<file path="src/include/csrc_defs.vh">
`ifndef CSRC_DEFS_VH
`define CSRC_DEFS_VH

// ---------------------------------------------------------------
// Register indices (byte address = index * 4)
// ---------------------------------------------------------------
`define CSRC_IDX_HOP_INDEX      6'h0a
`define CSRC_IDX_CARRIER_HIGH   6'h0d
`define CSRC_IDX_CARRIER_MID    6'h0e
`define CSRC_IDX_CARRIER_LOW    6'h0f
`define CSRC_IDX_RATE_EXPONENT  6'h10
`define CSRC_IDX_RATE_MANTISSA  6'h11
`define CSRC_IDX_CARRIER_RESULT 6'h18
`define CSRC_IDX_RATE_RESULT    6'h19
`define CSRC_IDX_STATUS         6'h1a

// ---------------------------------------------------------------
// Field positions
// ---------------------------------------------------------------
`define CSRC_HIGH_FIELD_MSB     5
`define CSRC_EXP_FIELD_MSB      3
`define CSRC_STATUS_BUSY_BIT    0

// ---------------------------------------------------------------
// Reset values
// ---------------------------------------------------------------
`define CSRC_RST_HOP_INDEX      8'h00
`define CSRC_RST_CARRIER_HIGH   6'h1e
`define CSRC_RST_CARRIER_MID    8'hc4
`define CSRC_RST_CARRIER_LOW    8'hec
`define CSRC_RST_RATE_EXPONENT  4'hc
`define CSRC_RST_RATE_MANTISSA  8'h22

// ---------------------------------------------------------------
// Arithmetic constants
// ---------------------------------------------------------------
`define CSRC_MANTISSA_HIDDEN    9'h100
`define CSRC_RATE_ACC_BITS      28
`define CSRC_SPACING_FRAC_BITS  2

`endif

</file>
<file path="src/rtl/csrc_symbol_nco.v">
`timescale 1ns/1ps
`include "csrc_defs.vh"

module csrc_symbol_nco #(
  parameter ACC_W = `CSRC_RATE_ACC_BITS
) (
  // Clock and reset
  input  wire             i_clk,
  input  wire             i_rst_n,
  // Rate setting
  input  wire [3:0]       i_exponent,
  input  wire [7:0]       i_mantissa,
  // Results
  output reg  [23:0]      o_rate_word,
  output reg              o_symbol_tick
);

  // ---------------------------------------------------------------
  // Rate word and accumulator
  // ---------------------------------------------------------------
  reg  [ACC_W-1:0] acc;
  wire [8:0]       full_mantissa;
  wire [23:0]      rate_word;
  wire [ACC_W:0]   next_acc;

  assign full_mantissa = `CSRC_MANTISSA_HIDDEN | {1'b0, i_mantissa};
  assign rate_word     = {15'h0000, full_mantissa} << i_exponent;
  assign next_acc      = {1'b0, acc} + {{(ACC_W-23){1'b0}}, rate_word};

  // Carry out of a 2^28 accumulator clocked from the crystal gives the rate
  always @(posedge i_clk) begin
    if (!i_rst_n) begin
      acc           <= {ACC_W{1'b0}};
      o_rate_word   <= 24'h000000;
      o_symbol_tick <= 1'b0;
    end else begin
      acc           <= next_acc[ACC_W-1:0];
      o_rate_word   <= rate_word;
      o_symbol_tick <= next_acc[ACC_W];
    end
  end

endmodule // csrc_symbol_nco

</file>
<file path="src/rtl/csrc_top.v">
`timescale 1ns/1ps
`include "csrc_defs.vh"


module csrc_top #(
  parameter SPACING_W = 16,
  parameter CARRIER_W = 27
) (
  // Clock and reset
  input  wire                 i_clk,
  input  wire                 i_rst_n,
  // Wishbone slave
  input  wire                 i_wb_cyc,
  input  wire                 i_wb_stb,
  input  wire                 i_wb_we,
  input  wire [7:0]           i_wb_adr,
  input  wire [3:0]           i_wb_sel,
  input  wire [31:0]          i_wb_dat,
  output reg  [31:0]          o_wb_dat,
  output reg                  o_wb_ack,
  // Channel spacing from the modulator configuration
  input  wire [SPACING_W-1:0] i_hop_index_spacing,
  // Derived settings
  output reg  [CARRIER_W-1:0] o_carrier_word,
  output reg                  o_carrier_valid,
  output reg  [23:0]          o_symbol_rate_word,
  output reg                  o_symbol_tick,
  output reg  [7:0]           o_hop_index,
  output reg  [3:0]           o_symbol_rate_exponent,
  output reg  [7:0]           o_symbol_rate_mantissa
);

  // ---------------------------------------------------------------
  // States
  // ---------------------------------------------------------------
  localparam ST_IDLE = 1'b0;
  localparam ST_MUL  = 1'b1;

  // ---------------------------------------------------------------
  // Configuration registers
  // ---------------------------------------------------------------
  reg  [7:0]           hop_index_reg;
  reg  [5:0]           carrier_word_high;
  reg  [7:0]           carrier_word_mid;
  reg  [7:0]           carrier_word_low;
  reg  [3:0]           symbol_rate_exponent;
  reg  [7:0]           symbol_rate_mantissa;

  wire [23:0]          carrier_word;
  wire [5:0]           reg_index;
  wire                 bus_req;
  wire                 wr_en;
  wire                 carrier_cfg_wr;

  assign carrier_word   = {2'b00, carrier_word_high, carrier_word_mid, carrier_word_low};
  assign reg_index      = i_wb_adr[7:2];
  assign bus_req        = i_wb_cyc & i_wb_stb & ~o_wb_ack;
  // Single-cycle write strobe; only the low byte lane carries data
  assign wr_en          = bus_req & i_wb_we & i_wb_sel[0];
  assign carrier_cfg_wr = wr_en & ((reg_index == `CSRC_IDX_HOP_INDEX) |
                                   (reg_index == `CSRC_IDX_CARRIER_HIGH) |
                                   (reg_index == `CSRC_IDX_CARRIER_MID) |
                                   (reg_index == `CSRC_IDX_CARRIER_LOW));

  // ---------------------------------------------------------------
  // Register writes
  // ---------------------------------------------------------------
  always @(posedge i_clk) begin
    if (!i_rst_n) begin
      hop_index_reg        <= `CSRC_RST_HOP_INDEX;
      carrier_word_high    <= `CSRC_RST_CARRIER_HIGH;
      carrier_word_mid     <= `CSRC_RST_CARRIER_MID;
      carrier_word_low     <= `CSRC_RST_CARRIER_LOW;
      symbol_rate_exponent <= `CSRC_RST_RATE_EXPONENT;
      symbol_rate_mantissa <= `CSRC_RST_RATE_MANTISSA;
    end else if (wr_en) begin
      case (reg_index)
        `CSRC_IDX_HOP_INDEX: begin
          hop_index_reg <= i_wb_dat[7:0];
        end
        `CSRC_IDX_CARRIER_HIGH: begin
          // Top two bits have no storage at all
          carrier_word_high <= i_wb_dat[`CSRC_HIGH_FIELD_MSB:0];
        end
        `CSRC_IDX_CARRIER_MID: begin
          carrier_word_mid <= i_wb_dat[7:0];
        end
        `CSRC_IDX_CARRIER_LOW: begin
          carrier_word_low <= i_wb_dat[7:0];
        end
        `CSRC_IDX_RATE_EXPONENT: begin
          symbol_rate_exponent <= i_wb_dat[`CSRC_EXP_FIELD_MSB:0];
        end
        `CSRC_IDX_RATE_MANTISSA: begin
          symbol_rate_mantissa <= i_wb_dat[7:0];
        end
        default: begin
          hop_index_reg <= hop_index_reg;
        end
      endcase
    end
  end

  // ---------------------------------------------------------------
  // Carrier computation
  // ---------------------------------------------------------------
  // Shift-add over eight cycles; a single multiplier would cost more area
  // than the settling time of the synthesizer could ever justify.
  reg                  state;
  reg                  dirty;
  reg  [7:0]           mul_index;
  reg  [23:0]          mul_spacing;
  reg  [SPACING_W-1:0] spacing_snap;
  reg  [CARRIER_W-1:0] mul_acc;
  reg  [2:0]           mul_cnt;

  reg                  next_state;
  reg                  next_dirty;
  reg  [7:0]           next_mul_index;
  reg  [23:0]          next_mul_spacing;
  reg  [SPACING_W-1:0] next_spacing_snap;
  reg  [CARRIER_W-1:0] next_mul_acc;
  reg  [2:0]           next_mul_cnt;
  reg  [CARRIER_W-1:0] next_carrier_word;
  reg                  next_carrier_valid;

  wire                 spacing_moved;
  wire                 start;
  wire [CARRIER_W-1:0] base_scaled;
  wire [CARRIER_W-1:0] addend;

  assign spacing_moved = (i_hop_index_spacing != spacing_snap);
  assign start         = (state == ST_IDLE) & (dirty | spacing_moved);
  // Base word aligned to the finer spacing resolution
  assign base_scaled   = {{(CARRIER_W-24-`CSRC_SPACING_FRAC_BITS){1'b0}}, carrier_word,
                          {`CSRC_SPACING_FRAC_BITS{1'b0}}};
  assign addend        = {{(CARRIER_W-24){1'b0}}, mul_spacing};

  always @* begin
    next_state         = state;
    next_mul_index     = mul_index;
    next_mul_spacing   = mul_spacing;
    next_spacing_snap  = spacing_snap;
    next_mul_acc       = mul_acc;
    next_mul_cnt       = mul_cnt;
    next_carrier_word  = o_carrier_word;
    next_carrier_valid = o_carrier_valid;
    // A write landing on the start cycle stays pending
    next_dirty         = carrier_cfg_wr | (dirty & ~start);
    case (state)
      ST_IDLE: begin
        if (start) begin
          next_state         = ST_MUL;
          next_mul_index     = hop_index_reg;
          next_spacing_snap  = i_hop_index_spacing;
          next_mul_spacing   = {{(24-SPACING_W){1'b0}}, i_hop_index_spacing};
          next_mul_acc       = base_scaled;
          next_mul_cnt       = 3'h0;
          next_carrier_valid = 1'b0;
        end
      end
      ST_MUL: begin
        if (mul_index[0]) begin
          next_mul_acc = mul_acc + addend;
        end
        next_mul_index   = {1'b0, mul_index[7:1]};
        next_mul_spacing = {mul_spacing[22:0], 1'b0};
        next_mul_cnt     = mul_cnt + 3'h1;
        if (mul_cnt == 3'h7) begin
          next_state         = ST_IDLE;
          next_carrier_word  = mul_index[0] ? (mul_acc + addend) : mul_acc;
          next_carrier_valid = 1'b1;
        end
      end
      default: begin
        next_state = ST_IDLE;
      end
    endcase
  end

  always @(posedge i_clk) begin
    if (!i_rst_n) begin
      state           <= ST_IDLE;
      dirty           <= 1'b1;
      mul_index       <= 8'h00;
      mul_spacing     <= 24'h000000;
      spacing_snap    <= {SPACING_W{1'b0}};
      mul_acc         <= {CARRIER_W{1'b0}};
      mul_cnt         <= 3'h0;
      o_carrier_word  <= {CARRIER_W{1'b0}};
      o_carrier_valid <= 1'b0;
    end else begin
      state           <= next_state;
      dirty           <= next_dirty;
      mul_index       <= next_mul_index;
      mul_spacing     <= next_mul_spacing;
      spacing_snap    <= next_spacing_snap;
      mul_acc         <= next_mul_acc;
      mul_cnt         <= next_mul_cnt;
      o_carrier_word  <= next_carrier_word;
      o_carrier_valid <= next_carrier_valid;
    end
  end

  // ---------------------------------------------------------------
  // Symbol rate generator
  // ---------------------------------------------------------------
  wire [23:0] nco_rate_word;
  wire        nco_tick;

  csrc_symbol_nco #(
    .ACC_W (`CSRC_RATE_ACC_BITS)
  ) u_nco (
    .i_clk         (i_clk),
    .i_rst_n       (i_rst_n),
    .i_exponent    (symbol_rate_exponent),
    .i_mantissa    (symbol_rate_mantissa),
    .o_rate_word   (nco_rate_word),
    .o_symbol_tick (nco_tick)
  );

  // ---------------------------------------------------------------
  // Output registers
  // ---------------------------------------------------------------
  always @(posedge i_clk) begin
    if (!i_rst_n) begin
      o_symbol_rate_word     <= 24'h000000;
      o_symbol_tick          <= 1'b0;
      o_hop_index            <= 8'h00;
      o_symbol_rate_exponent <= 4'h0;
      o_symbol_rate_mantissa <= 8'h00;
    end else begin
      o_symbol_rate_word     <= nco_rate_word;
      o_symbol_tick          <= nco_tick;
      o_hop_index            <= hop_index_reg;
      o_symbol_rate_exponent <= symbol_rate_exponent;
      o_symbol_rate_mantissa <= symbol_rate_mantissa;
    end
  end

  // ---------------------------------------------------------------
  // Read mux
  // ---------------------------------------------------------------
  reg [31:0] next_rd_data;

  always @* begin
    next_rd_data = 32'h00000000;
    case (reg_index)
      `CSRC_IDX_HOP_INDEX: begin
        next_rd_data = {24'h000000, hop_index_reg};
      end
      `CSRC_IDX_CARRIER_HIGH: begin
        next_rd_data = {24'h000000, 2'b00, carrier_word_high};
      end
      `CSRC_IDX_CARRIER_MID: begin
        next_rd_data = {24'h000000, carrier_word_mid};
      end
      `CSRC_IDX_CARRIER_LOW: begin
        next_rd_data = {24'h000000, carrier_word_low};
      end
      `CSRC_IDX_RATE_EXPONENT: begin
        next_rd_data = {24'h000000, 4'h0, symbol_rate_exponent};
      end
      `CSRC_IDX_RATE_MANTISSA: begin
        next_rd_data = {24'h000000, symbol_rate_mantissa};
      end
      `CSRC_IDX_CARRIER_RESULT: begin
        next_rd_data = {{(32-CARRIER_W){1'b0}}, o_carrier_word};
      end
      `CSRC_IDX_RATE_RESULT: begin
        next_rd_data = {8'h00, nco_rate_word};
      end
      `CSRC_IDX_STATUS: begin
        next_rd_data = {31'h00000000, (state == ST_MUL) | dirty};
      end
      default: begin
        // Unmapped words answer with zero
        next_rd_data = 32'h00000000;
      end
    endcase
  end

  // ---------------------------------------------------------------
  // Bus answer
  // ---------------------------------------------------------------
  // Every access, mapped or not, is acknowledged one cycle later so a stray
  // address never hangs the master.
  always @(posedge i_clk) begin
    if (!i_rst_n) begin
      o_wb_ack <= 1'b0;
      o_wb_dat <= 32'h00000000;
    end else begin
      o_wb_ack <= bus_req;
      if (bus_req) begin
        o_wb_dat <= next_rd_data;
      end
    end
  end

endmodule // csrc_top

</file>
<file path="config.mk">
export PLATFORM = sky130hd
export DESIGN_NAME = csrc_top
export DESIGN_NICKNAME = d
export VERILOG_FILES = /design/src/rtl/csrc_symbol_nco.v /design/src/rtl/csrc_top.v
export VERILOG_INCLUDE_DIRS = /design/src /design/src/include
export SDC_FILE = /design/constraint.sdc
export NUM_CORES = 1
export LEC_CHECK = 0
export BUFFER_PORTS_ARGS = -buffer_cell sky130_fd_sc_hd__buf_2
export CAP_MARGIN = 0
export CORE_MARGIN = 3
export CORE_UTILIZATION = 30
export CTS_BUF_LIST = sky130_fd_sc_hd__clkbuf_4 sky130_fd_sc_hd__clkbuf_8
export DETAILED_ROUTE_END_ITERATION = 12
export GPL_ROUTABILITY_DRIVEN = 0
export HOLD_SLACK_MARGIN = 0.12
export PLACE_DENSITY = 0.46
export SYNTH_ARGS = -nofsm -noshare
export SYNTH_HDL_FRONTEND = slang
export SYNTH_HIERARCHICAL = 1
export SYNTH_SLANG_ARGS = --single-unit
</file>
<file path="constraint.sdc">
create_clock -name i_clk -period 9.7 [get_ports i_clk]
set_input_delay 0.97 -clock i_clk [delete_from_list [all_inputs] [get_ports i_clk]]
set_output_delay 0.97 -clock i_clk [all_outputs]
set_load 0.005 [all_outputs]
</file>
After elaboration in Yosys (flattened, before gate mapping)
Index checks and enable logic that the tools add are counted.
{"block": "classes", "add_sub_neg": 3, "mul": 0, "div_mod_pow": 0, "n_lt_le_gt_ge": 0, "eq_ne": 13, "n_shift": 1, "mux": 16, "bitwise": 16, "n_reduce_logical": 9}
{"cell": "$pmux W27 S9", "count": 1}
{"cell": "$mux W27", "count": 2}
{"cell": "$pmux W27 S2", "count": 1}
{"cell": "$pmux W24 S2", "count": 1}
{"cell": "$eq A6 B5 Y1 const B", "count": 5}
{"cell": "$add A28 B24 Y29", "count": 1}
{"cell": "$add A27 B24 Y27", "count": 1}
{"cell": "$eq A6 B4 Y1 const B", "count": 4}
{"cell": "$mux W24", "count": 1}
{"cell": "$shl A9 B4 Y24", "count": 1}
{"cell": "$reduce_and A2 Y1", "count": 9}
{"cell": "$ne A16 B16 Y1", "count": 1}
{"cell": "$pmux W8 S2", "count": 1}
{"cell": "$mux W8", "count": 1}
{"cell": "$and A1 B1 Y1", "count": 7}
{"cell": "$or A1 B1 Y1", "count": 6}
{"cell": "$pmux W3 S2", "count": 1}
{"cell": "$mux W1", "count": 4}
{"cell": "$pmux W1 S2", "count": 2}
{"cell": "$add A3 B1 Y3 const B", "count": 1}
{"cell": "$eq A3 B3 Y1 const B", "count": 1}
{"cell": "$mux W3", "count": 1}
{"cell": "$not A1 Y1", "count": 3}
{"cell": "$ne A2 B1 Y1 const B", "count": 1}
{"cell": "$ne A2 B2 Y1 const B", "count": 1}
{"block": "totals", "regBits": 281, "latch_bits": 0, "ram_bits": 0, "mem_bits_ro": 0, "out_inout_bits": 106, "mem_count": 0}

Longest topological paths before layout
Gate-level depths: netlist of the first run.
{"block": "depth", "ltp_word": 6, "mapped_depth": 16, "depth_no_buf": 14}

Cells and area by module
Netlist of the first run, hierarchy kept.
{"module": "csrc_top", "instances": 1, "cells_each": 1199, "area_each_um2": 10496.3, "seq_area_each_um2": 4464.3}
{"module": "csrc_symbol_nco", "instances": 1, "cells_each": 377, "area_each_um2": 3141.8, "seq_area_each_um2": 1061.0}

Worst setup path after synthesis of the first run
No wires, ideal clock.
{"block": "synth_timing", "path_kind": "reg2reg", "start": "reg symbol_rate_exponent[0]", "end": "reg u_nco.acc[18]", "t_arrival_ns": 2.936, "t_required_ns": 9.585, "slack_ns": 6.649, "path_stages_with_launch": 16, "path_buffers": 2, "period_less_slack_ns": 3.051, "path_cell_list": "dfxtp_1 > buf_2 > mux2_1 > nand2_1 > o21ai_0 > a21oi_1 > mux2i_1 > ha_1 > clkbuf_1 > a21oi_1 > o21ai_0 > a41o_1 > a41o_4 > a41oi_2 > xnor2_1 > and2_1"}
{"block": "synth_via", "elab_chain_cells": 2}
{"item": "from (decl)", "line_no": "csrc_top.v:46", "source": "reg [3:0] symbol_rate_exponent;"}
{"item": "from (signal assigned)", "line_no": "csrc_top.v:74", "source": "symbol_rate_exponent <= `CSRC_RST_RATE_EXPONENT;"}
{"item": "from (signal assigned)", "line_no": "csrc_top.v:92", "source": "symbol_rate_exponent <= i_wb_dat[`CSRC_EXP_FIELD_MSB:0];"}
{"item": "$shl A9 B4 Y24", "line_no": "csrc_symbol_nco.v:27", "source": "assign rate_word = {15'h0000, full_mantissa} << i_exponent;"}
{"item": "named net u_nco.rate_word[11]", "line_no": "csrc_symbol_nco.v:23", "source": "wire [23:0] rate_word;"}
{"item": "$add A28 B24 Y29", "line_no": "csrc_symbol_nco.v:28", "source": "assign next_acc = {1'b0, acc} + {{(ACC_W-23){1'b0}}, rate_word};"}
{"item": "to (signal assigned)", "line_no": "csrc_symbol_nco.v:33", "source": "acc <= {ACC_W{1'b0}};"}
{"item": "to (signal assigned)", "line_no": "csrc_symbol_nco.v:37", "source": "acc <= next_acc[ACC_W-1:0];"}
{"item": "to (decl)", "line_no": "csrc_symbol_nco.v:21", "source": "reg [ACC_W-1:0] acc;"}
The timed path passes the listed nets, and every way through them passes these cells.
A chain may end at the register's enable or synchronous reset.

Worst setup path in the final report of the first run
{"block": "layout_timing", "start": "reg symbol_rate_exponent[0]", "end": "reg u_nco.acc[25]"}
The elaborated chain is that of the path after synthesis.

==> results of run 1 <==
-- worst max-delay path, stage by stage (launching register included) --
cell and delay, ns:
sky130_fd_sc_hd__dfxtp_1 0.70, sky130_fd_sc_hd__mux2_2 0.41, sky130_fd_sc_hd__o21ai_0 0.26, sky130_fd_sc_hd__nor2_1 0.07, sky130_fd_sc_hd__a21oi_1 0.38, sky130_fd_sc_hd__mux2i_1 0.20, sky130_fd_sc_hd__ha_1 0.38, sky130_fd_sc_hd__a21oi_1 0.21
sky130_fd_sc_hd__nor2_1 0.06, sky130_fd_sc_hd__a31o_2 0.21, sky130_fd_sc_hd__nor2_1 0.37, sky130_fd_sc_hd__o31ai_1 0.21, sky130_fd_sc_hd__o31ai_1 0.30, sky130_fd_sc_hd__mux2i_1 0.23
-- cells in the mapped netlist (12+ instances only) --
library cell                 n
sky130_fd_sc_hd__and2_1    104
sky130_fd_sc_hd__dfxtp_1   276
sky130_fd_sc_hd__a21o_1     13
sky130_fd_sc_hd__xnor2_1    26
sky130_fd_sc_hd__ha_1       50
sky130_fd_sc_hd__nand2_1   171
sky130_fd_sc_hd__xor2_1     26
sky130_fd_sc_hd__clkbuf_1   80
sky130_fd_sc_hd__a222oi_1   19
sky130_fd_sc_hd__nor2_1    162
sky130_fd_sc_hd__mux2_2     31
sky130_fd_sc_hd__inv_1      16
sky130_fd_sc_hd__nand3_1    32
sky130_fd_sc_hd__a211oi_1   16
sky130_fd_sc_hd__nor3b_1    13
sky130_fd_sc_hd__a21oi_1   114
sky130_fd_sc_hd__nor3_1     16
sky130_fd_sc_hd__a31oi_1    16
sky130_fd_sc_hd__o21ai_0    87
sky130_fd_sc_hd__nand4_1    12
sky130_fd_sc_hd__mux2i_1    88
-- cells in the final DEF, fill, tap and decap left out, drive strengths merged, types with 32 or more instances in the layout --
| cell type | Yosys | routed |
|---|---|---|
| nor2 | 162 | 162 |
| o21ai | 97 | 97 |
| mux2 | 35 | 35 |
| buf | 27 | 147 |
| clkbuf | 80 | 83 |
| nand2 | 171 | 171 |
| and2 | 104 | 104 |
| mux2i | 88 | 88 |
| dfxtp | 276 | 276 |
| a21oi | 115 | 115 |
| ha | 50 | 50 |
| nand3 | 32 | 32 |
-- cell families (layout without fill, tap and decap cells) --
group,after synthesis,count (layout),share of synthesized area
multiplexers,123,123,0.0935
AND/OR/NAND/NOR,571,571,0.201
buffers and inverters,125,255,0.0394
flip-flops,276,276,0.405
other,1,5,0.000275
adder cells (fa/ha/maj),52,52,0.0488
XOR/XNOR,52,52,0.0334
AO/OA/AOI/OAI,376,376,0.179
-- power by group through the flow --
| stage | logic [mW] | registers, mW | clock network (mW) |
|---|---|---|---|
| global placement | 0.170 | 1.20 | 0 |
| detailed placement | 0.171 | 1.20 | 0 |
| finish | 0.172 | 1.18 | 1.25 |
| CTS | 0.172 | 1.18 | 1.29 |
| global route | 0.191 | 1.18 | 1.33 |
| floorplan | 0.122 | 1.19 | 0 |
-- layer usage --
layer / up-vias / global-route usage
li1: 5786 / -
met1: 5590 / 0.240
met2: 326 / 0.293
met3: 88 / 0.0280
met4: 0 / 0.0680
met5: - / 0
-- cell type report --
type | count | area [sq um]
Fill cell | 4649 | 28800
Multi-Input combinational cell | 1179 | 7600
Sequential cell | 276 | 5530
Clock buffer | 83 | 992
Timing Repair Buffer | 147 | 766
Tap cell | 592 | 741
Clock inverter | 7 | 138
Inverter | 18 | 68.8
-- worst max path at each step --
stage,endpoint,slack (ns),from,cells after the start
after global routing,u_nco/acc[25],5.31,symbol_rate_exponent[0],13
after global placement,u_nco/acc[25],5.64,symbol_rate_exponent[0],13
after CTS,u_nco/acc[25],5.63,symbol_rate_exponent[0],13
final,u_nco/acc[25],5.62,symbol_rate_exponent[0],13
after floorplan,u_nco/acc[18],6.65,symbol_rate_exponent[0],15
after detailed placement,u_nco/acc[25],5.67,symbol_rate_exponent[0],13
-- per-stage QoR --
step | instances | hold slack (ns)
floorplan | 1580 | 0.412
global placement | 2212 | 0.426
detailed placement | 2212 | 0.425
CTS | 2302 | 0.440
global route | 2302 | 0.459
finish | 2302 | 0.435
==> qor_table.md, run 1 <==
| Item | This run | Unit |
|:---|:---|:---|
| # nets final | 1,789 | - |
| H-tree levels | 2 | - |
| Fraction of post-synthesis cell area in the top cell type by area | 0.405 | - |
| Full die area | 48,100 | sq um |
| Pre-CTS WS | 5.67 | ns |
| Largest voltage drop on the vdd net | 0.0000946 | V |
| Min-Delay Path Depth | 1 | - |
| Reg2Reg Depth | 13 | - |
| Starting density of the core | 0.306 | - |
| Arrival time of data at the critical path endpoint | 4.61 | ns |
| Number of sinks driven by the clock tree | 276 | - |
| Final Hold Fails | 0 | - |
| WL met3 | 2280 | um |
| Gate count after technology mapping | 1,576 | - |
| Placement Rows | 77 | - |
| Leakage power | 6.73 | nW |
| Least-Margin Pin Slew | 1.20 | ns |
| Post-Route Skew | 0.0227 | ns |
| First-pass GRT wire length | 67,300 | um |
| Largest buffer count on any clock path | 3 | - |
| Post-synthesis to final-layout area growth | 16.1 | % |
| Cell types with the largest area share after synthesis | sky130_fd_sc_hd__dfxtp_1 41%, sky130_fd_sc_hd__mux2i_1 6.5%, sky130_fd_sc_hd__and2_1 4.8% | - |
| Total length of routed met2 wires | 20,200 | um |
| Number of enable-type register cells in the synthesized netlist | 0 | - |
| Finish-stage setup viols | 0 | - |
| Antenna Violating Nets Remaining | 0 | - |
| Post-synthesis cell area | 13,600 | sq um |
| Global-route usage over all layers | 0.180 | - |
| Post-route clock period utilization | 0.420 | - |
| Share of the yosys chip area belonging to registers | 0.405 | - |
| PwrDens | 164 | nW/um^2 |
| Path type of the worst min-delay path | register to register | - |
| Ys flop type | sky130_fd_sc_hd__dfxtp_1 | - |
| Fraction of layout instances using a drive strength above 1 | 0.170 | - |
| Cell at the root of the clock tree | sky130_fd_sc_hd__clkbuf_8 | - |
| Number of warning messages in the yosys log | 6 | - |
| FF-to-FF End | u_nco/acc[25] | - |
| P_int | 1.97 | mW |
| Power share of the combinational group | 0.066 | - |
| Reg-to-Reg Start | symbol_rate_exponent[0] | - |
| Post-route cell area | 15,800 | sq um |
| Clock-pin slew on the worst setup and hold paths | 0.06 | ns |
| Area of placed instances | 14,700 | sq um |
| Worst Path Required | 10.23 | ns |
| Sequential share of power | 0.454 | - |
| Endpoint, Worst Hold | o_symbol_tick | - |
| Class of the most critical setup path | register to register | - |
| Wire length on met1 | 19,800 | um |
| CTS tree | built | - |
| Diode count | 0 | - |
| Total count of max-transition violations in the final report | 0 | - |
| Critical path startpoint category | register | - |
| Utilization of the core after routing | 0.355 | - |
| Num CTS Buffers | 50 | - |
| Port Buffers | 136 | - |
| Floorplan die height | 219 | um |
| Ports | 171 | - |
| DP Wirelength | 31,100 | um |
| Fmax | 245 | MHz |
| Unrepaired setup endpoints after global routing | false | - |
| Cells resized by post-CTS repair | 0 | - |
| Largest register by flop count | u_nco/acc | - |
| Initial antenna violation count | 2 | - |
| Die X-Extent | 219 | um |
| Endpoint kind of the worst setup timing path | register | - |
| Via count of the first global-routing pass | 11,500 | - |
| Summed negative setup slack over all endpoints | 0 | ns |
| Insertion delay of the later-clocked pin in the worst-skew pair | 0.63 | ns |
| Max reg flops | 28 | - |
| Maximum number of pins on one net before global-route repair | 82 | - |
| Switching Share | 0.242 | - |
| Cell variety after synth | 77 | - |
| Grt ovf | 0 | - |
| Largest area contributor in the synthesized netlist | sky130_fd_sc_hd__dfxtp_1 | - |
| Via/cell ratio | 5.12 | - |
| Result of the run | finished, final reports clean | - |
| Uppermost layer routed | met4 | - |
| Area of the core region | 44,600 | sq um |
| Via count | 11,800 | - |
| Sum of internal, switching and leakage power | 2.59 | mW |
| Syn_area_per_cell | 8.65 | sq um |
| Sw power | 0.628 | mW |
| Relative slew slack | 0.195 | - |
| Total DRC errors in the routed layout | 0 | - |
| Initial drt markers | 977 | - |
| Setup bufs post-CTS | 0 | - |
| Length of the first detailed-routing pass in iterations | 6 | - |
| Flops & latches, synth | 276 | - |
| Average wire per cell in the routed design | 19.0 | um |
| Worst Min Path Start | u_nco/o_symbol_tick | - |
| Max-cap violations | 0 | - |
| Post-layout worst setup margin | 5.62 | ns |
| Post-layout min period | 4.08 | ns |
| CTS hold repair buffers | 0 | - |
| Largest fanout on the critical path | 15 | - |
| Internal reg-to-reg setup slack | 5.62 | ns |
| Fraction of registers with async set/reset | 0 | - |
| Drt total wl | 43,700 | um |
| Clock network power share | 0.480 | - |
(Power assumes the default switching activity.)
==> inputs of run 2 (changes only) <==
Clock period 9.7 ns to 4.2 ns, I/O delays scaled along.
==> qor_table.md, run 2 (synthesis gave the netlist of run 1 again) <==
| Item | This run | Unit | Delta |
|:---|:---|:---|:---|
| Result of the run | finished, final reports clean | - | unchanged |
| Global-route usage over all layers | 0.183 | - | was 0.180 |
| Max reg flops | 28 | - | unchanged |
| Drt total wl | 44,500 | um | was 43,700 um |
| Via count of the first global-routing pass | 11,600 | - | was 11,500 |
| H-tree levels | 2 | - | unchanged |
| Max-cap violations | 0 | - | unchanged |
| Num CTS Buffers | 48 | - | was 50 |
| Via count | 11,800 | - | about the same |
| Clock-pin slew on the worst setup and hold paths | 0.06 | ns | about the same |
| Critical path startpoint category | register | - | unchanged |
| DP Wirelength | 32,000 | um | was 31,100 um |
| CTS hold repair buffers | 26 | - | was 0 |
| Number of sinks driven by the clock tree | 276 | - | unchanged |
| Leakage power | 6.87 | nW | was 6.73 nW |
| Fraction of layout instances using a drive strength above 1 | 0.172 | - | was 0.170 |
| Largest buffer count on any clock path | 3 | - | unchanged |
| Summed negative setup slack over all endpoints | 0 | ns | unchanged |
| First-pass GRT wire length | 68,200 | um | was 67,300 um |
| Internal reg-to-reg setup slack | 0.56 | ns | was 5.62 ns |
| FF-to-FF End | u_nco/acc[19] | - | was u_nco/acc[25] |
| Reg2Reg Depth | 13 | - | unchanged |
| Antenna Violating Nets Remaining | 0 | - | unchanged |
| Placement Rows | 77 | - | unchanged |
| Finish-stage setup viols | 0 | - | unchanged |
| Total count of max-transition violations in the final report | 0 | - | unchanged |
| Starting density of the core | 0.306 | - | unchanged |
| Largest voltage drop on the vdd net | 0.000219 | V | was 0.0000946 V |
| Area of placed instances | 14,800 | sq um | was 14,700 sq um |
| Worst Path Required | 4.72 | ns | was 10.23 ns |
| Post-layout min period | 3.64 | ns | was 4.08 ns |
| Fmax | 275 | MHz | was 245 MHz |
| Ports | 171 | - | unchanged |
| Grt ovf | 0 | - | unchanged |
| Total DRC errors in the routed layout | 0 | - | unchanged |
| Setup bufs post-CTS | 0 | - | unchanged |
| Post-layout worst setup margin | 0.562 | ns | was 5.62 ns |
| Largest fanout on the critical path | 7 | - | was 15 |
| Final Hold Fails | 0 | - | unchanged |
| Average wire per cell in the routed design | 19.1 | um | was 19.0 um |
| Launch point of the worst path | symbol_rate_exponent[0] | - | unchanged |
| Full die area | 48,100 | sq um | unchanged |
| # nets final | 1,823 | - | was 1,789 |
| Class of the most critical setup path | register to register | - | unchanged |
| Maximum number of pins on one net before global-route repair | 66 | - | was 82 |
| Fin Hold WS | 0.326 | ns | was 0.435 ns |
| Relative slew slack | 0.303 | - | was 0.195 |
| Endpoint kind of the worst setup timing path | register | - | unchanged |
| Path type of the worst min-delay path | input pin to register | - | was register to register |
| Arrival time of data at the critical path endpoint | 4.16 | ns | was 4.61 ns |
| Number of filler cells placed in the layout | 4,665 | - | was 4,649 |
| CTS tree | built | - | unchanged |
| Cell at the root of the clock tree | sky130_fd_sc_hd__clkbuf_8 | - | unchanged |
| Insertion delay of the later-clocked pin in the worst-skew pair | 0.63 | ns | about the same |
| Post-Route Skew | 0.0186 | ns | was 0.0227 ns |
| PwrDens | 364 | nW/um^2 | was 164 nW/um^2 |
| Initial antenna violation count | 1 | - | was 2 |
| Floorplan die height | 219 | um | unchanged |
| Via/cell ratio | 5.06 | - | was 5.12 |
| Post-route cell area | 16,100 | sq um | was 15,800 sq um |
| Worst setup path end | u_nco/acc[19] | - | was u_nco/acc[25] |
| Port Buffers | 136 | - | unchanged |
| Post-synthesis to final-layout area growth | 18.3 | % | was 16.1% |
| Cells resized by post-CTS repair | 0 | - | unchanged |
| Die X-Extent | 219 | um | unchanged |
| Unrepaired setup endpoints after global routing | false | - | unchanged |
| Reg-to-Reg Start | symbol_rate_exponent[0] | - | unchanged |
| Length of the first detailed-routing pass in iterations | 5 | - | was 6 |
| Area of the core region | 44,600 | sq um | unchanged |
| Largest register by flop count | u_nco/acc | - | unchanged |
| Post-route clock period utilization | 0.866 | - | was 0.420 |
| Pre-CTS WS | 0.658 | ns | was 5.67 ns |
| Highest-count cells in the layout ignoring fill and taps | 275 x sky130_fd_sc_hd__dfxtp_1, 171 x sky130_fd_sc_hd__nand2_1, 162 x sky130_fd_sc_hd__nor2_1 | - | unchanged |
| Least-Margin Pin Slew | 1.04 | ns | was 1.20 ns |
| Most common library cell in the layout ignoring fill and taps | sky130_fd_sc_hd__dfxtp_1 | - | unchanged |
| Initial drt markers | 754 | - | was 977 |
## run 2: cell types whose count changed in the layout (fill, tap and decap cells not counted), moves of 3 or more
| cell | previous run | this run |
|---|---|---|
| sky130_fd_sc_hd__buf_4 | 12 | 21 |
| sky130_fd_sc_hd__clkbuf_8 | 59 | 63 |
| sky130_fd_sc_hd__bufinv_16 | 4 | 1 |
| sky130_fd_sc_hd__clkbuf_4 | 24 | 18 |
| sky130_fd_sc_hd__dlygate4sd3_1 | 0 | 26 |
| sky130_fd_sc_hd__clkinv_2 | 3 | 7 |
## run 2: report_power, final
group	switching, mW	total [mW]	internal [mW]
clock network	1.16	2.73	1.57
logic	0.261	0.423	0.162
registers	0.0452	2.72	2.67
total	1.47	5.86	4.40
## run 2: worst min path at each step
stage,startpoint,endpoint,depth (start not counted)
floorplan,u_nco/o_symbol_tick,o_symbol_tick,1
global placement,u_nco/o_symbol_tick,o_symbol_tick,1
detailed placement,u_nco/o_symbol_tick,o_symbol_tick,1
CTS,i_wb_adr[2],o_wb_dat[1],3
global route,i_rst_n,u_nco/acc[25],3
finish,i_rst_n,u_nco/acc[23],3
## run 2: area by class of cell
class | instances | area (sq um) | area share
tap | 592 | 741 | 0.0459
antenna | 1 | 2.50 | 0.000155
sequential | 276 | 5530 | 0.343
timing repair buffer | 183 | 1110 | 0.0690
multi-input combinational | 1179 | 7600 | 0.471
clock inverter | 8 | 71.3 | 0.00442
inverter | 18 | 68.8 | 0.00427
clock buffer | 81 | 1000 | 0.0621
## run 2: critical path, cell delays in order, from the launching register on
cell and delay (ns):
sky130_fd_sc_hd__dfxtp_1 0.46, sky130_fd_sc_hd__mux2_2 0.38, sky130_fd_sc_hd__o21ai_0 0.28, sky130_fd_sc_hd__nor2_1 0.07
sky130_fd_sc_hd__a21oi_1 0.36, sky130_fd_sc_hd__mux2i_1 0.18, sky130_fd_sc_hd__ha_1 0.37, sky130_fd_sc_hd__a21oi_1 0.21
sky130_fd_sc_hd__nor2_1 0.06, sky130_fd_sc_hd__a31o_2 0.22, sky130_fd_sc_hd__nor2_1 0.30, sky130_fd_sc_hd__a21boi_1 0.16
sky130_fd_sc_hd__or3_1 0.33, sky130_fd_sc_hd__and3_1 0.16
## run 2: routing by layer
layer,GRT usage,up-vias,wire length [um],part of all wire
met2,0.299,287,20500,0.46
met3,0.0271,93,1800,0.040
met1,0.242,5612,20600,0.46
met4,0.0771,0,1670,0.038
li1,-,5846,-,-
met5,0,-,0,0
## run 2: per-stage QoR
stage | power, mW | std cells | utilization
6_report | 5.86 | 2338 | 0.362
4_1_cts | 5.97 | 2337 | 0.362
3_5_place_dp | 3.17 | 2222 | 0.332
2_1_floorplan | 3.03 | 1580 | -
5_1_grt | 6.13 | 2337 | 0.362
3_3_place_gp | 3.17 | 2222 | 0.332
